`src/rtl/rcs_pkg.sv`:
```
// shared constants, types and helpers for the reset cause sequencer
package rcs_pkg;

  // ==========================================================
  // register map and field layout
  localparam logic [7:0] STATUS_ADDR   = 8'h03;
  localparam int         STATUS_W      = 8;
  localparam int         TO_BIT        = 4;
  localparam int         PD_BIT        = 3;
  localparam int         UPPER_LSB     = 5;
  localparam logic [7:0] UPPER_MASK    = 8'hE0;
  localparam logic [7:0] CAUSE_MASK    = 8'h18;
  localparam logic [7:0] STATUS_RST    = 8'h18;
  localparam logic [7:0] RDATA_NONE    = 8'h00;

  // ==========================================================
  // program counter targets
  localparam int          PC_W         = 13;
  localparam logic [12:0] PC_RESET     = 13'h0000;
  localparam logic [12:0] PC_IRQ_VEC   = 13'h0004;
  localparam logic [12:0] PC_STEP      = 13'h0001;

  // ==========================================================
  // timing
  localparam int POWERUP_DELAY_TIMER_TIME_MS     = 72;
  localparam int RC_PERIOD_NS     = 1000;
  localparam int POWERUP_DELAY_TIMER_TICKS_DFLT  = POWERUP_DELAY_TIMER_TIME_MS * 1000000 / RC_PERIOD_NS;
  localparam int OST_CYCLES       = 1024;
  localparam int PIN_FILTER_DFLT  = 20;
  localparam int TMR_W            = 17;

  // ==========================================================
  // oscillator modes
  localparam logic [1:0] OSC_LOW_POWER_XTAL  = 2'h0;
  localparam logic [1:0] OSC_CRYSTAL         = 2'h1;
  localparam logic [1:0] OSC_HIGH_SPEED_XTAL = 2'h2;
  localparam logic [1:0] OSC_RESISTOR_CAP    = 2'h3;

  // ==========================================================
  // types
  typedef enum logic [3:0] {
    S_RUN  = 4'h1,
    S_POWERUP_DELAY_TIMER = 4'h2,
    S_OST  = 4'h4,
    S_HOLD = 4'h8
  } rcs_state_t;

  typedef enum logic [2:0] {
    K_POR       = 3'h0,
    K_PIN_RUN   = 3'h1,
    K_PIN_SLEEP = 3'h2,
    K_WDT_RUN   = 3'h3,
    K_WDT_WAKE  = 3'h4,
    K_IRQ_WAKE  = 3'h5
  } rcs_kind_t;

  typedef struct packed {
    logic       powerup_delay_enable;
    logic [1:0] osc_mode;
  } rcs_cfg_t;

  typedef struct packed {
    logic [7:0] addr;
    logic [7:0] wdata;
    logic       wr;
    logic       rd;
  } rcs_bus_req_t;

  // ==========================================================
  // helpers
  function automatic logic is_wake(input rcs_kind_t k);
    return (k == K_WDT_WAKE) || (k == K_IRQ_WAKE);
  endfunction

  function automatic logic is_xtal(input logic [1:0] m);
    return m != OSC_RESISTOR_CAP;
  endfunction

  // status word after a reset or wake of the given kind
  function automatic logic [7:0] status_after(input rcs_kind_t  k,
                                              input logic [7:0] old);
    logic [7:0] s;
    s = old;
    if (!is_wake(k)) begin
      s = s & ~UPPER_MASK;
    end
    case (k)
      K_POR: begin
        s[TO_BIT] = 1'b1;
        s[PD_BIT] = 1'b1;
      end
      K_PIN_SLEEP, K_IRQ_WAKE: begin
        s[TO_BIT] = 1'b1;
        s[PD_BIT] = 1'b0;
      end
      K_WDT_RUN: begin
        s[TO_BIT] = 1'b0;
        s[PD_BIT] = 1'b1;
      end
      K_WDT_WAKE: begin
        s[TO_BIT] = 1'b0;
        s[PD_BIT] = 1'b0;
      end
      default: begin
        s = s;
      end
    endcase
    return s;
  endfunction

endpackage

```
`src/rtl/rcs_glitch_filter.sv`:
```
// reset pin noise filter: level must hold N samples to pass
`timescale 1ns/1ps
`default_nettype none
module rcs_glitch_filter #(
  parameter int N = 20
) (
  input  wire logic i_clk,
  input  wire logic i_sys_rst,
  input  wire logic i_raw_low,
  output logic      o_filt_low
);

  // ==========================================================
  // counter of samples that disagree with the output
  logic [15:0] cnt_r;
  logic [15:0] cnt_nxt;
  logic        filt_r;
  logic        filt_nxt;

  always_comb begin
    cnt_nxt  = 16'h0000;
    filt_nxt = filt_r;
    if (i_raw_low != filt_r) begin
      if (cnt_r == 16'(N - 1)) begin
        filt_nxt = i_raw_low;
      end else begin
        cnt_nxt = cnt_r + 16'h0001;
      end
    end
  end

  always_ff @(posedge i_clk) begin
    if (i_sys_rst) begin
      cnt_r  <= 16'h0000;
      // start as pin low: a pin held low must not release the chip early
      filt_r <= 1'b1;
    end else begin
      cnt_r  <= cnt_nxt;
      filt_r <= filt_nxt;
    end
  end

  assign o_filt_low = filt_r;
endmodule
`default_nettype wire

```
`src/rtl/rcs_tick_counter.sv`:
```
// tick counter used for the power-up delay and oscillator settle
`timescale 1ns/1ps
`default_nettype none
module rcs_tick_counter #(
  parameter int W = 17
) (
  input  wire logic         i_clk,
  input  wire logic         i_sys_rst,
  input  wire logic         i_start,
  input  wire logic         i_tick,
  input  wire logic [W-1:0] i_limit,
  output logic              o_done
);

  // ==========================================================
  logic [W-1:0] cnt_r;
  logic [W-1:0] cnt_nxt;
  logic         busy_r;
  logic         busy_nxt;
  logic         done_r;
  logic         done_nxt;

  always_comb begin
    cnt_nxt  = cnt_r;
    busy_nxt = busy_r;
    done_nxt = 1'b0;
    if (i_start) begin
      cnt_nxt  = '0;
      busy_nxt = 1'b1;
    end else if (busy_r && i_tick) begin
      if (cnt_r == i_limit - W'(1)) begin
        busy_nxt = 1'b0;
        done_nxt = 1'b1;
      end else begin
        cnt_nxt = cnt_r + W'(1);
      end
    end
  end

  always_ff @(posedge i_clk) begin
    if (i_sys_rst) begin
      cnt_r  <= '0;
      busy_r <= 1'b0;
      done_r <= 1'b0;
    end else begin
      cnt_r  <= cnt_nxt;
      busy_r <= busy_nxt;
      done_r <= done_nxt;
    end
  end

  assign o_done = done_r;

endmodule
`default_nettype wire

```
`src/rtl/rcs_reset_cause_sequencer.sv`:
```
// reset cause sequencer: sorts resets, times release, sets pc and status
// Functional notes
// - distinguish power-on, pin run, pin sleep, watchdog run, watchdog wake
// - reset pin passes a noise filter that ignores short pulses
// - unaffected registers stay as they were except after power-on
// - reload defined values on power-on, pin resets and watchdog run reset
// - watchdog time-out in sleep resumes execution, no reload
// - program counter forced to zero on every true reset kind
// - power-on status: upper three clear, both cause flags set
// - pin reset running: upper three clear, all other bits kept
// - pin reset asleep: upper clear, time-out flag set, power-down clear
// - watchdog run reset: upper clear, time-out clear, power-down set
// - watchdog wake: pc plus one, both cause flags cleared
// - interrupt wake: pc plus one, time-out set, power-down clear
// - interrupt wake with global enable loads the interrupt vector
// - rising supply through threshold creates a power-on reset
// - falling supply never causes an internal reset
// - cause flags readable by software in the status word
// - enabled power-up delay holds reset after power-on on rc ticks
// - settle counter 1024 osc cycles, crystal modes, power-on or wake only
// - pin held past time-outs: start at once on pin release
//
// Decided for this implementation: the strobed register port.
`timescale 1ns/1ps
`default_nettype none
module rcs_reset_cause_sequencer #(
  parameter int POWERUP_DELAY_TIMER_TICKS  = rcs_pkg::POWERUP_DELAY_TIMER_TICKS_DFLT,
  parameter int PIN_FILTER  = rcs_pkg::PIN_FILTER_DFLT
) (
  input  wire logic                    i_clk,
  input  wire logic                    i_sys_rst,
  input  wire logic                    i_vdd_ok,
  input  wire logic                    i_ext_reset_pin_n,
  input  wire logic                    i_watchdog_timeout,
  input  wire logic                    i_irq_wake,
  input  wire logic                    i_sleeping,
  input  wire logic                    i_global_irq_enable,
  input  wire rcs_pkg::rcs_cfg_t       i_cfg,
  input  wire logic                    i_rc_tick,
  input  wire logic                    i_osc_tick,
  input  wire logic [rcs_pkg::PC_W-1:0] i_pc_current,
  input  wire rcs_pkg::rcs_bus_req_t   i_bus,
  output logic [7:0]                   o_reg_rdata,
  output logic [rcs_pkg::STATUS_W-1:0] o_status,
  output logic                         o_chip_reset,
  output logic                         o_regs_reload,
  output logic                         o_pc_load,
  output logic [rcs_pkg::PC_W-1:0]     o_pc_value,
  output rcs_pkg::rcs_kind_t           o_reset_kind
);

  // ==========================================================
  // supply edge and filtered pin
  logic vdd_q_r;
  logic por_evt;
  logic pin_low;

  always_ff @(posedge i_clk) begin
    if (i_sys_rst) begin
      vdd_q_r <= 1'b0;
    end else begin
      vdd_q_r <= i_vdd_ok;
    end
  end

  assign por_evt = i_vdd_ok && !vdd_q_r;

  rcs_glitch_filter #(
    .N (PIN_FILTER)
  ) u_filter (
    .i_clk      (i_clk),
    .i_sys_rst  (i_sys_rst),
    .i_raw_low  (!i_ext_reset_pin_n),
    .o_filt_low (pin_low)
  );

  // ==========================================================
  // timers
  logic powerup_delay_timer_start;
  logic powerup_delay_timer_done;
  logic ost_start;
  logic ost_done;

  rcs_tick_counter #(
    .W (rcs_pkg::TMR_W)
  ) u_powerup_delay_timer (
    .i_clk     (i_clk),
    .i_sys_rst (i_sys_rst),
    .i_start   (powerup_delay_timer_start),
    .i_tick    (i_rc_tick),
    .i_limit   (rcs_pkg::TMR_W'(POWERUP_DELAY_TIMER_TICKS)),
    .o_done    (powerup_delay_timer_done)
  );

  rcs_tick_counter #(
    .W (rcs_pkg::TMR_W)
  ) u_osc_settle_counter (
    .i_clk     (i_clk),
    .i_sys_rst (i_sys_rst),
    .i_start   (ost_start),
    .i_tick    (i_osc_tick),
    .i_limit   (rcs_pkg::TMR_W'(rcs_pkg::OST_CYCLES)),
    .o_done    (ost_done)
  );

  // ==========================================================
  // sequencer
  rcs_pkg::rcs_state_t state_r;
  rcs_pkg::rcs_state_t state_nxt;
  rcs_pkg::rcs_kind_t  kind_r;
  rcs_pkg::rcs_kind_t  kind_nxt;
  logic                apply;
  logic                xtal;

  assign xtal = rcs_pkg::is_xtal(i_cfg.osc_mode);

  always_comb begin
    state_nxt  = state_r;
    kind_nxt   = kind_r;
    apply      = 1'b0;
    powerup_delay_timer_start = 1'b0;
    ost_start  = 1'b0;
    if (por_evt) begin
      kind_nxt = rcs_pkg::K_POR;
      if (i_cfg.powerup_delay_enable) begin
        state_nxt  = rcs_pkg::S_POWERUP_DELAY_TIMER;
        powerup_delay_timer_start = 1'b1;
      end else if (xtal) begin
        state_nxt = rcs_pkg::S_OST;
        ost_start = 1'b1;
      end else begin
        state_nxt = rcs_pkg::S_HOLD;
      end
    end else begin
      case (state_r)
        rcs_pkg::S_RUN: begin
          if (pin_low) begin
            kind_nxt  = i_sleeping ? rcs_pkg::K_PIN_SLEEP
                                   : rcs_pkg::K_PIN_RUN;
            state_nxt = rcs_pkg::S_HOLD;
          end else if (i_watchdog_timeout && !i_sleeping) begin
            kind_nxt  = rcs_pkg::K_WDT_RUN;
            state_nxt = rcs_pkg::S_HOLD;
          end else if (i_sleeping && (i_watchdog_timeout || i_irq_wake)) begin
            kind_nxt = i_watchdog_timeout ? rcs_pkg::K_WDT_WAKE
                                          : rcs_pkg::K_IRQ_WAKE;
            // settle on wake only in crystal modes
            if (xtal) begin
              state_nxt = rcs_pkg::S_OST;
              ost_start = 1'b1;
            end else begin
              apply = 1'b1;
            end
          end
        end
        rcs_pkg::S_POWERUP_DELAY_TIMER: begin
          if (powerup_delay_timer_done) begin
            if (xtal) begin
              state_nxt = rcs_pkg::S_OST;
              ost_start = 1'b1;
            end else begin
              state_nxt = rcs_pkg::S_HOLD;
            end
          end
        end
        rcs_pkg::S_OST: begin
          // pin asserted during a wake settle becomes a sleep pin reset
          if (pin_low && rcs_pkg::is_wake(kind_r)) begin
            kind_nxt = rcs_pkg::K_PIN_SLEEP;
          end
          if (ost_done) begin
            state_nxt = rcs_pkg::S_HOLD;
          end
        end
        rcs_pkg::S_HOLD: begin
          if (pin_low && rcs_pkg::is_wake(kind_r)) begin
            kind_nxt = rcs_pkg::K_PIN_SLEEP;
          end
          // release as soon as the pin is high
          if (!pin_low) begin
            state_nxt = rcs_pkg::S_RUN;
            apply     = 1'b1;
          end
        end
        default: begin
          state_nxt = rcs_pkg::S_HOLD;
        end
      endcase
    end
  end

  always_ff @(posedge i_clk) begin
    if (i_sys_rst) begin
      state_r <= rcs_pkg::S_HOLD;
      kind_r  <= rcs_pkg::K_POR;
    end else begin
      state_r <= state_nxt;
      kind_r  <= kind_nxt;
    end
  end

  // ==========================================================
  // outputs, status word and register port
  logic [7:0]              status_r;
  logic [7:0]              status_nxt;
  logic [7:0]              rdata_r;
  logic [7:0]              rdata_nxt;
  logic                    chip_rst_r;
  logic                    reload_r;
  logic                    reload_nxt;
  logic                    pc_load_r;
  logic [rcs_pkg::PC_W-1:0] pc_r;
  logic [rcs_pkg::PC_W-1:0] pc_nxt;
  rcs_pkg::rcs_kind_t      kind_out_r;
  logic                    wr_status;

  assign wr_status = i_bus.wr && (i_bus.addr == rcs_pkg::STATUS_ADDR);

  always_comb begin
    status_nxt = status_r;
    pc_nxt     = pc_r;
    reload_nxt = 1'b0;
    // cause flags are read-only to software
    if (wr_status) begin
      status_nxt = (i_bus.wdata & ~rcs_pkg::CAUSE_MASK) |
                   (status_r & rcs_pkg::CAUSE_MASK);
    end
    // latch cause at release, wins over a write
    if (apply) begin
      status_nxt = rcs_pkg::status_after(kind_nxt, status_r);
      reload_nxt = !rcs_pkg::is_wake(kind_nxt);
      if (!rcs_pkg::is_wake(kind_nxt)) begin
        pc_nxt = rcs_pkg::PC_RESET;
      end else if (kind_nxt == rcs_pkg::K_IRQ_WAKE && i_global_irq_enable) begin
        pc_nxt = rcs_pkg::PC_IRQ_VEC;
      end else begin
        pc_nxt = i_pc_current + rcs_pkg::PC_STEP;
      end
    end
    rdata_nxt = rcs_pkg::RDATA_NONE;
    if (i_bus.rd && i_bus.addr == rcs_pkg::STATUS_ADDR) begin
      rdata_nxt = status_r;
    end
  end

  always_ff @(posedge i_clk) begin
    if (i_sys_rst) begin
      // low bits have no defined power-on value; zero here
      status_r   <= rcs_pkg::STATUS_RST;
      rdata_r    <= rcs_pkg::RDATA_NONE;
      chip_rst_r <= 1'b1;
      reload_r   <= 1'b0;
      pc_load_r  <= 1'b0;
      pc_r       <= rcs_pkg::PC_RESET;
      kind_out_r <= rcs_pkg::K_POR;
    end else begin
      status_r   <= status_nxt;
      rdata_r    <= rdata_nxt;
      // any active source holds chip reset
      chip_rst_r <= (state_nxt != rcs_pkg::S_RUN);
      reload_r   <= reload_nxt;
      pc_load_r  <= apply;
      pc_r       <= pc_nxt;
      kind_out_r <= kind_nxt;
    end
  end

  assign o_reg_rdata   = rdata_r;
  assign o_status      = status_r;
  assign o_chip_reset  = chip_rst_r;
  assign o_regs_reload = reload_r;
  assign o_pc_load     = pc_load_r;
  assign o_pc_value    = pc_r;
  assign o_reset_kind  = kind_out_r;
endmodule
`default_nettype wire

```
`config.mk`:
```
export PLATFORM = sky130hd
export DESIGN_NAME = rcs_reset_cause_sequencer
export DESIGN_NICKNAME = d
export VERILOG_FILES = /design/src/rtl/rcs_pkg.sv /design/src/rtl/rcs_glitch_filter.sv /design/src/rtl/rcs_tick_counter.sv /design/src/rtl/rcs_reset_cause_sequencer.sv
export SDC_FILE = /design/constraint.sdc
export NUM_CORES = 1
export LEC_CHECK = 0
export ABC_AREA = 1
export BUFFER_PORTS_ARGS = -buffer_cell sky130_fd_sc_hd__buf_2
export CORE_MARGIN = 8
export CORE_UTILIZATION = 40
export CTS_BUF_LIST = sky130_fd_sc_hd__clkbuf_4 sky130_fd_sc_hd__clkbuf_8 sky130_fd_sc_hd__clkbuf_16
export CTS_CLUSTER_DIAMETER = 40
export DETAILED_ROUTE_END_ITERATION = 8
export PLACE_DENSITY = 0.64
export SKIP_CTS_REPAIR_TIMING = 1
export SLEW_MARGIN = 20
export SYNTH_ARGS = -nofsm -noshare
export SYNTH_HDL_FRONTEND = slang
export SYNTH_SLANG_ARGS = --single-unit
```
`constraint.sdc`:
```
create_clock -name i_clk -period 1.9 [get_ports i_clk]
set_input_delay 0.285 -clock i_clk [delete_from_list [all_inputs] [get_ports i_clk]]
set_output_delay 0.285 -clock i_clk [all_outputs]
set_load 0.01 [all_outputs]
```
## Word-level counts from Yosys, hierarchy flattened

Cells that the tools add are included.

| cells by class | value |
|---|---|
| reductions and logical operators | 39 |
| bitwise gates (word level) | 8 |
| multiplexer cells | 50 |
| $add $sub $neg | 4 |
| equality and inequality tests | 19 |

Operators by type and width:

| operator | count |
|---|---|
| $mux W4 | 10 |
| $add A17 B1 Y17 const B | 2 |
| $mux W13 | 2 |
| $mux W1 | 24 |
| $mux W8 | 3 |
| $eq A17 B10 Y1 const B | 1 |
| $eq A17 B17 Y1 const B | 1 |
| $add A16 B1 Y16 const B | 1 |
| $eq A16 B5 Y1 const B | 1 |
| $pmux W4 S4 | 1 |
| $reduce_and A2 Y1 | 8 |
| $mux W3 | 5 |
| $add A13 B1 Y13 const B | 1 |
| $eq A3 B3 Y1 const B | 4 |
| $reduce_or A2 Y1 | 6 |
| $reduce_bool A2 Y1 | 5 |
| $logic_and A1 B1 Y1 | 9 |
| $reduce_or A3 Y1 | 3 |
| $eq A8 B2 Y1 const B | 1 |
| $or A8 B5 Y8 | 1 |
| $pmux W2 S4 | 1 |
| $not A1 Y1 | 7 |
| $eq A3 B2 Y1 const B | 2 |
| $pmux W3 S2 | 1 |
| 13 further kinds | 20 |

| word-level totals | value |
|---|---|
| output and inout bits | 35 |
| register bits after elaboration | 95 |
| logic and storage cells | 139 |

## Longest topological paths before layout

Gate-level depths: netlist of run 1.

| logic depth | value |
|---|---|
| word-level depth | 12 |
| depth in mapped cells | 15 |
| gate-level depth less buffers | 15 |

## By module

A second synthesis of run 1 with hierarchy kept.

| unflattened totals | value |
|---|---|
| cell total of the unflattened synthesis | 1072 |
| area, all modules | 6810.3 um^2 |

Modules (own cells, without submodules):

| module | area an instance (um^2) | times used | seq. area each (um^2) | cells each |
|---|---|---|---|---|
| rcs_reset_cause_sequencer | 2026.9 | 1 | 800.8 | 297 |
| rcs_tick_counter (u_powerup_delay_timer) | 1961.9 | 1 | 380.4 | 332 |
| rcs_tick_counter (u_osc_settle_counter) | 1861.8 | 1 | 380.4 | 300 |
| rcs_glitch_filter | 959.7 | 1 | 340.3 | 143 |

## Least setup slack after synthesis of run 1

Ideal clock, no wire load.

| timing path | value |
|---|---|
| path kind | reg2reg |
| start point | register u_filter.cnt_r[0] |
| end point | register u_filter.cnt_r[10] |
| path slack | 0.184 ns |
| required time | 1.778 ns |
| arrival | 1.594 ns |
| cell stages (with the launch flop) | 9 |
| clock period less this slack | 1.716 ns |
| path through | dfxtp_1 > ha_1 > inv_1 > or2_2 > nor3_1 > nand4_1 > nand3_1 > buf_2 > nor3b_1 |

| on the way | value |
|---|---|
| word-level cells in the longest chain between the ends | 2 |
| elaborated cells on any way between the ends | 3 |

Ends and longest elaborated chain:

| item | RTL line | source |
|---|---|---|
| from (decl) | rcs_glitch_filter.sv:15 | `logic [15:0] cnt_r;` |
| from (signal assigned) | rcs_glitch_filter.sv:38 | `cnt_r <= cnt_nxt;` |
| branches (longest 2 deep; another with $add A16 B1 Y16) | -- |  |

Several ways; the timed one is not identified.
A chain may end at the register's enable or synchronous reset.

## Worst setup path in the final report of run 1

| timing path | value |
|---|---|
| start point | register u_filter.cnt_r[1] |
| end point | register u_filter.cnt_r[14] |

The elaborated chain is that of the path after synthesis.

==> summary.txt, run 1 <==
Floorplan
  • Die Y: 126.5 um
  • Initial Utilization: 0.4081
  • I/O pin count: 79
  • Die area: 15990 um^2
  • # rows: 40
  • Core area: 11960 um^2
  • Die W: 126.5 um

Global route
  • Vias in the first global route: 4554
  • Initial antenna violation count: 0
  • First-pass GRT wire length: 19800 um
  • Largest net degree at the start of global routing: 30
  • Aggregate global routing overflow: 0
  • Total GRT Usage: 0.1459

Clock network
  • CTS Buffer Depth: 2
  • Root Buffer: clkbuf_16
  • Htree depth: 3
  • CTS clk-pin slew, worst paths: 0.07 ns
  • CTS tree: built
  • Total CTS buffers: 9
  • Worst skew pair latency: 0.34 ns
  • CTS Sinks: 95

Synth
  • Area contributors post-synth: dfxtp_1, nand2_1, inv_1, nor2_1, a21oi_1
  • Portion of netlist area occupied by mux cells: 0
  • Post-Synth XOR/XNOR Area: 0.04665
  • Mapped cell area: 4881 um^2
  • Async set or reset register ratio after synthesis: 0
  • Synth Area in Compound Gates: 0.1074
  • EDFF count, synth: 0
  • Synth Area in Adders: 0.01025
  • Synth Area per Inst: 7.199 um^2
  • Yosys cell types: 47
  • Largest family of logic cells by synthesized area: simple AND/OR/NAND/NOR gates
  • YS warnings: 0
  • Sequential-to-total area share from yosys stat: 0.3896
  • Flops & latches, synth: 95
  • Post-Syn Nets: 726
  • Simple-Gate Fraction of Synth Area: 0.3476
  • Area leader, netlist: dfxtp_1
  • Dominant synthesized flop cell: dfxtp_1
  • Syn Inst Count: 678
  • Yosys top cell area share: 0.3896

Worst setup path
  • Max incr delay on CP: 0.37 ns
  • Critical path data arrival time: 2.19 ns
  • Reg2Reg Setup Slack: -0.01 ns
  • CP startpoint kind: register
  • Crit path capture type: register
  • WS Path Type: reg -> reg
  • Worst path bufs/invs: 1
  • Crit path cell chain: ha_4, nand3_2, nor3_2, nand2_1, nor3_2, nand2_1, nor2_2, nand3_2, inv_2, a21oi_2, nor3_2
  • Crit path required time: 2.18 ns
  • CP delay by family, top: simple AND/OR/NAND/NOR gates
  • Crit-path max FO: 3
  • Slowest cell on crit path: dfxtp_2
  • Most frequent CP cell: nor3_2

Route
  • Initial DRT Pass Iterations: 5
  • Final WL: 11980 um
  • DRC marker count from the first detailed-route iteration: 215
  • Drt drc: 0
  • Via density: 4.896
  • Antenna viol nets, final: 0
  • Routed len/inst: 12.72 um
  • Via count: 4612

Cells and area
  • Commonest non-fill, non-tap cell in the layout: nand2_1
  • Area Growth Syn to Fin: 25.10%
  • Fill cells: 1156
  • Ant. Diodes: 0
  • Net count, final: 838
  • Design area: 6106 um^2
  • Share of cells above drive strength 1: 0.2616
  • Most frequent cells in the layout: nand2_1, inv_1, dfxtp_1
  • Post-Layout Cell Count: 942

Timing
  • Worst Clk Skew: 0.01054 ns
  • RSZ-0062 raised after global routing: yes
  • Final hold vios: 0
  • Fin crit share: 1.005
  • Final setup fails: 1
  • Max Fclk: 523.5 MHz
  • Fin crit period: 1.910 ns
  • Relative slew slack: 0.6828
  • Worst slew pin tran: 0.4715 ns
  • Final slew viol count: 0
  • Final setup margin: -0.01025 ns

Pwr
  • Max IR drop VDD: 0.5082 mV
  • Leakage: 2.537 nW
  • PD cells: 678.1 nW/um^2

Flow run
  • Maxcap violations: 0

Status
  • Failing checks: negative setup slack
  • Status: finished, violations left

Hold path
  • Worst min path class: in -> reg

Placement
  • Routability Congestion: 0.8959
  • Pre-CTS setup slack: 0.01503 ns
  • HPWL after detailed placement: 8987 um
  • Dpl cell area: 5558 um^2
  • IO buf count: 76
  • Cells after DPL: 914
[path summary, 6_finish.rpt]
kind,from,end,depth (start not counted)
max,u_filter.cnt_r[1],u_filter.cnt_r[14],11
min reg2reg,o_status[3],o_reg_rdata[3],2
min,i_vdd_ok,vdd_q_r,3
max reg2reg,u_filter.cnt_r[1],u_filter.cnt_r[14],11
[Yosys cell counts, types with 2 or more instances]
cell           number
ha_1                4
nand2_2             2
inv_1              95
nor2_1             69
and3_1              2
buf_2               4
clkbuf_1            4
xnor2_1             7
nand3b_1            4
nand2_4             4
inv_2               3
a21oi_1            51
o31ai_1             2
nor3b_1             5
a21oi_2             9
nand3_2             7
o21a_1              3
o211ai_1            2
dfxtp_1            95
a211oi_1            3
buf_6               2
nand3_1            41
nor2_4              2
xor2_1             19
nor4_1             11
dlygate4sd1_1       2
o21ai_0            14
nand2_1           146
nor2_2              2
nor3_2              4
nand4_1            14
nor3_1             28
nand3b_2            3
o21bai_1            2
[sequential cells by signal, summed over array words and instances (netlist names), 3 cells and up]
| register | flops |
|---|---|
| u_filter.cnt_r | 16 |
| o_status | 8 |
| u_osc_settle_counter.cnt_r | 17 |
| u_powerup_delay_timer.cnt_r | 17 |
| o_pc_value | 13 |
| o_reg_rdata | 8 |
| state_r | 4 |
| o_reset_kind | 3 |
[layout make-up]
cell class	instances	area [um^2]	share of cell area
multi-input cells	471	2659	0.4355
flip-flops and latches	95	1911	0.3129
inverters	100	380.4	0.06230
clock inverters	6	68.82	0.01127
repair buffers	113	670.6	0.1098
well taps	147	183.9	0.03012
clock buffers	10	232.7	0.03811
[power breakdown]
group          leakage, nW  switching, mW  internal [mW]
sequential           0.770         0.0124           2.00
clock                0.146          0.788           1.04
combinational         1.62          0.176          0.117
[worst register-to-register path: stages (launching register included)]
cell and delay [ns]:
dfxtp_2 0.37, ha_4 0.15, nand3_2 0.09, nor3_2 0.21, nand2_1 0.11, nor3_2 0.20, nand2_1 0.12, nor2_2 0.19
nand3_2 0.11, inv_2 0.08, a21oi_2 0.05, nor3_2 0.16
[layer usage]
metal	vias to the layer above	wire, um	GRT usage
met5	-	0	0
met4	0	152	0.05449
met3	12	500	0.03938
met2	68	5914	0.2519
met1	2097	5411	0.1689
li1	2435	-	-
[cell families (layout without fill, tap and decap cells)]
kind of cell | Yosys count | after routing
buf+inv | 114 | 229
simple gates | 349 | 351
compound gates | 90 | 90
xor+xnor | 26 | 26
flops | 95 | 95
fa+ha+maj | 4 | 4
[metrics by stage]
stage	hold slack, ns	setup TNS [ns]	utilization	total power, mW
floorplan	0.4099	0	-	2.219
global placement	0.4451	0	0.4646	2.325
detailed placement	0.4438	0	0.4646	2.332
CTS	0.1635	0	0.4899	4.172
global route	0.1917	-0.6185	0.5105	4.294
finish	0.1806	-0.01025	0.5105	4.140
Power figures use the tool's default switching activity.
==> run 2: changes to the inputs <==
--- a/config.mk
+++ b/config.mk
@@ -13,6 +13,7 @@
 export CTS_CLUSTER_DIAMETER = 40
 export DETAILED_ROUTE_END_ITERATION = 8
 export PLACE_DENSITY = 0.64
+export REMOVE_ABC_BUFFERS = 1
 export SKIP_CTS_REPAIR_TIMING = 1
 export SLEW_MARGIN = 20
 export SYNTH_ARGS = -nofsm -noshare
==> run 2 against run 1 <==
Compared with the run above: the flow now finishes without violations; utilization decreased by 0.29 points; routed wire length decreased by 0.97%; sequential share of layout area increased by 0.24 points; critical path depth decreased by 1; fmax increased by 1.8%; first-iteration DRC count increased by 32%; die area unchanged; combinational power decreased by 3%; worst hold slack got worse by 0.010 ns; cell count decreased by 0.53%; critical endpoint unchanged.
==> summary.txt, run 2 (synthesized netlist as in run 1, its figures left out) <==
Status
  • Status: finished clean

Worst setup path
  • Crit path required time: 2.14 ns (-0.04 ns)
  • Reg2reg start: u_filter.cnt_r[0]
  • Reg2reg path depth: 10 (-1)
  • Critical path data arrival time: 2.11 ns (-0.08 ns)
  • Reg-to-Reg End: u_filter.cnt_r[14]
  • Crit path capture type: register
  • Crit-path max FO: 4 (+1)
  • WS Path Type: reg -> reg
  • Reg2Reg Setup Slack: 0.02 ns (+0.03 ns)
  • CP startpoint kind: register

Floorplan
  • Die W: 126.5 um (unchanged)
  • Die area: 15990 um^2 (unchanged)
  • # rows: 40 (unchanged)
  • Die Y: 126.5 um (unchanged)
  • Core area: 11960 um^2 (unchanged)
  • I/O pin count: 79 (unchanged)
  • Initial Utilization: 0.4081 (unchanged)

Cells and area
  • Post-Layout Cell Count: 937 (-0.53%)
  • Most frequent cells in the layout: nand2_1, inv_1, dfxtp_1
  • Register area: 1914 um^2 (+0.20%)
  • Area Growth Syn to Fin: 24.38%
  • Multi-input gate area: 2639 um^2 (-0.75%)
  • Fill cells: 1126 (-2.6%)
  • Net count, final: 833 (-0.60%)
  • Largest regs: u_osc_settle_counter.cnt_r: 17 flops, u_powerup_delay_timer.cnt_r: 17 flops, u_filter.cnt_r: 16 flops
  • Share of cells above drive strength 1: 0.2506 (-0.01100)
  • Ant. Diodes: 0 (unchanged)
  • Commonest non-fill, non-tap cell in the layout: nand2_1

Clock network
  • Total CTS buffers: 9 (unchanged)
  • CTS clk-pin slew, worst paths: 0.07 ns (about the same)
  • CTS Sinks: 95 (unchanged)
  • CTS tree: built
  • CTS Buffer Depth: 2 (unchanged)
  • Root Buffer: clkbuf_16
  • Worst skew pair latency: 0.35 ns (about the same)
  • Htree depth: 3 (unchanged)

Timing
  • Final setup fails: 0 (-1)
  • Fin crit period: 1.876 ns (-0.03419 ns)
  • Final hold vios: 0 (unchanged)
  • RSZ-0062 raised after global routing: yes
  • Fin crit share: 0.9874 (-0.01800)
  • Relative slew slack: 0.7577 (+0.07494)
  • Final slew viol count: 0 (unchanged)
  • Worst slew pin tran: 0.3601 ns (-0.1114 ns)
  • Worst Clk Skew: 0.006751 ns (-0.003792 ns)
  • Max Fclk: 533.0 MHz (+1.8%)

Hold path
  • Hold_sp: i_vdd_ok
  • WHS Path Cells: 3 (unchanged)
  • Worst min path class: in -> reg
  • Hold EP: vdd_q_r

Global route
  • Largest net degree at the start of global routing: 30 (unchanged)
  • Aggregate global routing overflow: 0 (unchanged)
  • Initial antenna violation count: 0 (unchanged)
  • Total GRT Usage: 0.1455 (-0.0003588)
  • Vias in the first global route: 4382 (-3.8%)
  • First-pass GRT wire length: 19550 um (-1.3%)

Placement
  • HPWL after detailed placement: 8842 um (-1.6%)
  • Routability Congestion: 0.9068 (+1.2%)
  • Cells after DPL: 911 (-0.33%)
  • IO buf count: 76 (unchanged)

Pwr
  • Total Power: 4.079 mW (-1.5%)
  • PD cells: 671.9 nW/um^2 (-0.90%)
  • Leakage: 2.531 nW (-0.24%)
  • Max IR drop VDD: 0.3569 mV (-30%)

Route
  • DRC marker count from the first detailed-route iteration: 283 (+32%)
  • Final WL: 11860 um (-0.97%)
  • Initial DRT Pass Iterations: 5 (unchanged)
  • Via count: 4701 (+1.9%)
  • Via density: 5.017 (+2.5%)
  • Antenna viol nets, final: 0 (unchanged)
  • Routed len/inst: 12.66 um (-0.44%)
  • Drt drc: 0 (unchanged)

Flow run
  • Maxcap violations: 0 (unchanged)
[run 2: worst max-delay path by stage]
stage | slack [ns] | from | depth (start not counted) | to
after floorplan | 0.009 | u_osc_settle_counter.cnt_r[0] | 12 | u_osc_settle_counter.cnt_r[8]
after global placement | 0.12 | u_filter.cnt_r[0] | 10 | u_filter.cnt_r[14]
after detailed placement | 0.06 | u_filter.cnt_r[0] | 9 | u_filter.cnt_r[7]
after CTS | 0.04 | u_filter.cnt_r[0] | 9 | u_filter.cnt_r[7]
after global routing | -0.11 | u_filter.cnt_r[0] | 10 | u_filter.cnt_r[14]
final | 0.02 | u_filter.cnt_r[0] | 10 | u_filter.cnt_r[14]
[run 2: cell type report]
cell class                 instances  share of cell area
timing repair buffer             109              0.1084
sequential                        95              0.3153
multi-input combinational        470              0.4347
clock inverter                     4            0.004740
tap                              147             0.03030
inverter                         100             0.06265
clock buffer                      12             0.04390
[run 2: where the power goes]
group          internal [mW]  switching (mW)
registers               2.00          0.0139
logic                  0.114           0.170
clock network          0.995           0.782
[run 2: critical path, cell delays in order, from the launching register on]
cell	delay, ns
dfxtp_4	0.37
ha_4	0.15
nand3_4	0.09
nor3_4	0.21
nand2_1	0.11
nor3_2	0.23
nand2_2	0.11
nor2_4	0.14
nand3_2	0.09
nor3_1	0.20
nor3_2	0.07
[run 2: layer usage]
metal  vias up  part of all wire  global-route usage
met5         -                 0                   0
met1      2141              0.44              0.1670
li1       2430                 -                   -
met4         0             0.021             0.07219
met2       111              0.48              0.2465
met3        19             0.053             0.03729
[run 2: metrics by stage]
| stage | hold WS (ns) | worst slack (ns) | TNS [ns] | cell area (um^2) | utilization |
|---|---|---|---|---|---|
| after global placement | 0.4368 | 0.1177 | 0 | 5535 | 0.4628 |
| final | 0.1704 | 0.02394 | 0 | 6071 | 0.5075 |
| after global routing | 0.1948 | -0.1079 | -0.2799 | 6071 | 0.5075 |
| after detailed placement | 0.4348 | 0.06115 | 0 | 5535 | 0.4628 |
| after floorplan | 0.3474 | 0.008589 | 0 | 4778 | - |
| after CTS | 0.1568 | 0.04297 | 0 | 5831 | 0.4874 |
==> run 3: changes to the inputs <==
--- a/config.mk
+++ b/config.mk
@@ -5,14 +5,14 @@
 export SDC_FILE = /design/constraint.sdc
 export NUM_CORES = 1
 export LEC_CHECK = 0
-export ABC_AREA = 1
+export ABC_AREA = 0
 export BUFFER_PORTS_ARGS = -buffer_cell sky130_fd_sc_hd__buf_2
 export CORE_MARGIN = 8
 export CORE_UTILIZATION = 40
 export CTS_BUF_LIST = sky130_fd_sc_hd__clkbuf_4 sky130_fd_sc_hd__clkbuf_8 sky130_fd_sc_hd__clkbuf_16
 export CTS_CLUSTER_DIAMETER = 40
 export DETAILED_ROUTE_END_ITERATION = 8
-export PLACE_DENSITY = 0.64
+export PLACE_DENSITY = 0.65
 export REMOVE_ABC_BUFFERS = 1
 export SKIP_CTS_REPAIR_TIMING = 1
 export SLEW_MARGIN = 20
==> run 3 against run 2 <==
Compared with the run above: clock-buffer cell count is 1 lower; register-to-register slack worse by 0.11 ns; synthesized area is 11% lower; clock skew is 0.0023 ns higher; critical path type unchanged; clock power is 15% lower; design area is 7.3% lower; the run now ends with negative setup slack left; flip-flop and latch count stayed put.
==> summary.txt, run 3 <==
Route
  • Initial DRT Pass Iterations: 4 (-1)
  • DRC marker count from the first detailed-route iteration: 121 (-57%)
  • Final WL: 10090 um (-15%)
  • Routed len/inst: 13.26 um (+4.8%)
  • Drt drc: 0 (unchanged)
  • Antenna viol nets, final: 0 (unchanged)
  • Via count: 3784 (-20%)
  • Via density: 4.972 (-0.89%)

Placement
  • Routability Congestion: 0.8042 (-11%)
  • HPWL after detailed placement: 7408 um (-16%)
  • Pre-CTS setup slack: -0.2238 ns (-0.2850 ns)
  • Dpl cell area: 5216 um^2 (-5.8%)
  • IO buf count: 76 (unchanged)

Floorplan
  • Core area: 10700 um^2 (-11%)
  • Die W: 120.0 um (-5.1%)
  • I/O pin count: 79 (unchanged)
  • Initial Utilization: 0.4042 (-0.003844)
  • # rows: 38 (-5.0%)
  • Die area: 14390 um^2 (-10%)
  • Die Y: 120.0 um (-5.1%)

Cells and area
  • Ant. Diodes: 0 (unchanged)
  • Most frequent cells in the layout: dfxtp_1, buf_2, nor2_1
  • Commonest non-fill, non-tap cell in the layout: dfxtp_1
  • Design area: 5630 um^2 (-7.3%)
  • Area Growth Syn to Fin: 30.21%
  • Share of cells above drive strength 1: 0.3156 (+0.06499)
  • Final design utilization: 0.5263 (+0.01879)
  • Largest regs: u_osc_settle_counter.cnt_r: 17 flops, u_powerup_delay_timer.cnt_r: 17 flops, u_filter.cnt_r: 16 flops
  • Net count, final: 664 (-20%)

Worst setup path
  • WS Path Type: reg -> reg
  • Max incr delay on CP: 0.46 ns (+0.09 ns)
  • Crit path capture type: register
  • CP delay by family, top: simple AND/OR/NAND/NOR gates
  • CP startpoint kind: register
  • Critical path data arrival time: 2.29 ns (+0.18 ns)
  • Reg-to-Reg End: o_pc_value[0]
  • Critical Path Stages: 7 (-3)
  • Crit. Startpoint: state_r[1]
  • Reg2Reg Setup Slack: -0.09 ns (-0.11 ns)
  • Slowest cell on crit path: or3_4
  • Worst path bufs/invs: 1 (+1)
  • Crit-path max FO: 6 (+2)
  • Reg2reg path depth: 7 (-3)
  • End point of the critical path: o_pc_value[0]
  • Crit path required time: 2.20 ns (+0.06 ns)
  • Reg2reg start: state_r[1]
  • Crit path cell chain: nor4b_4, buf_4, o211ai_1, o311a_1, nand2b_4, or3_4, o21ai_2

Clock network
  • Total CTS buffers: 9 (unchanged)
  • CTS Buffer Depth: 2 (unchanged)
  • Root Buffer: clkbuf_8
  • CTS clk-pin slew, worst paths: 0.09 ns (+0.02 ns)
  • Htree depth: 3 (unchanged)
  • CTS tree: built
  • CTS Sinks: 95 (unchanged)
  • Worst skew pair latency: 0.37 ns (+0.02 ns)

Status
  • Status: finished, violations left
  • Failing checks: negative setup slack

Synth
  • YS warnings: 0 (unchanged)
  • Most instantiated cells after synthesis: dfxtp_1, nor2_1, nand2_1
  • Mapped cell area: 4324 um^2 (-11%)
  • Most numerous cell in the Yosys netlist: dfxtp_1
  • Syn Inst Count: 487 (-28%)
  • Yosys top cell area share: 0.4398 (+0.05017)
  • EDFF count, synth: 0 (unchanged)
  • Yosys cell types: 60 (+28%)
  • Area contributors post-synth: dfxtp_1, xor2_1, nor2_1, nand2_1, xnor2_1
  • Synth Area per Inst: 8.879 um^2 (+23%)
  • Area leader, netlist: dfxtp_1
  • Async set or reset register ratio after synthesis: 0 (unchanged)
  • Flops & latches, synth: 95 (unchanged)
  • Dominant synthesized flop cell: dfxtp_1
  • Sequential-to-total area share from yosys stat: 0.4398 (+0.05017)

Global route
  • Vias in the first global route: 3686 (-16%)
  • Largest net degree at the start of global routing: 21 (-30%)
  • First-pass GRT wire length: 16390 um (-16%)
  • Initial antenna violation count: 0 (unchanged)
  • Total GRT Usage: 0.1361 (-0.009474)
  • Aggregate global routing overflow: 0 (unchanged)

Timing
  • Fin crit share: 1.046 (+0.05898)
  • Final hold vios: 0 (unchanged)
  • Final setup fails: 14 (+14)
  • RSZ-0062 raised after global routing: yes
  • Relative slew slack: 0.6478 (-0.1099)
  • Worst Clk Skew: 0.009095 ns (+0.002344 ns)
  • Final slew viol count: 0 (unchanged)
  • Worst slew pin tran: 0.5280 ns (+0.1679 ns)
  • Final setup margin: -0.08812 ns (-0.1121 ns)
  • Hold Worst Slack: 0.1286 ns (-0.04177 ns)
  • Max Fclk: 503.0 MHz (-5.6%)
  • Fin crit period: 1.988 ns (+0.1121 ns)

Hold path
  • WHS Path Cells: 2 (-1)
  • Worst min path class: in -> reg

Pwr
  • Power share of the combinational group: 0.071 (about the same)
  • P_sw: 857.1 uW (-11%)
  • PD cells: 674.5 nW/um^2 (+0.39%)
  • Max IR drop VDD: 0.5104 mV (+43%)
  • Total Power: 3.798 mW (-6.9%)
  • Clock power share: 0.398 (-0.038)
  • Reg power frac: 0.531 (+0.036)
  • Sw frac: 0.2257 (-0.01109)
  • Pint: 2.941 mW (-5.5%)
  • Leakage: 2.351 nW (-7.1%)

Flow run
  • Maxcap violations: 0 (unchanged)
run 3: how the worst min path moves through the flow:
stage | start | to
finish | i_pc_current[0] | o_pc_value[0]
global route | i_pc_current[0] | o_pc_value[0]
detailed placement | o_pc_value[9] | o_pc_value[9]
floorplan | i_sys_rst | state_r[1]
global placement | o_pc_value[12] | o_pc_value[12]
CTS | i_pc_current[0] | o_pc_value[0]
run 3: routing by layer:
layer,global-route usage,vias to the layer above,part of all wire
met5,0,-,0
met4,0.04840,0,0.013
met3,0.05308,10,0.061
met2,0.2263,71,0.47
met1,0.1559,1745,0.45
li1,-,1958,-
run 3: kinds of logic (layout without fill, tap and decap cells):
group | after synthesis | after routing | share of synthesized area
flops | 95 | 95 | 0.4398
fa+ha+maj | 4 | 4 | 0.01157
xor+xnor | 56 | 56 | 0.1134
simple gates | 241 | 242 | 0.2954
buf+inv | 27 | 160 | 0.02807
mux | 6 | 6 | 0.01389
compound gates | 58 | 58 | 0.09781
run 3: cell type report:
cell class	count	area, um^2
Clock buffer	11	151.4
Clock inverter	5	80.08
Fill cell	1007	5067
Inverter	10	37.54
Multi-Input combinational cell	366	2446
Sequential cell	95	1913
Tap cell	140	175.2
Timing Repair Buffer	134	827.0
run 3: power by group through the flow:
stage                     logic, mW  clock network (mW)  registers [mW]
after floorplan               0.110                   0            2.06
after global placement        0.247                   0            2.06
after detailed placement      0.251                   0            2.06
after CTS                     0.252                1.56            2.02
after global routing          0.301                1.64            2.02
final                         0.271                1.51            2.02
run 3: stage by stage:
stage                     instances  setup TNS, ns
after floorplan                 470         -2.293
after global placement          742         -2.908
after detailed placement        742         -3.668
after CTS                       758         -4.404
after global routing            761         -3.327
final                           761        -0.9896
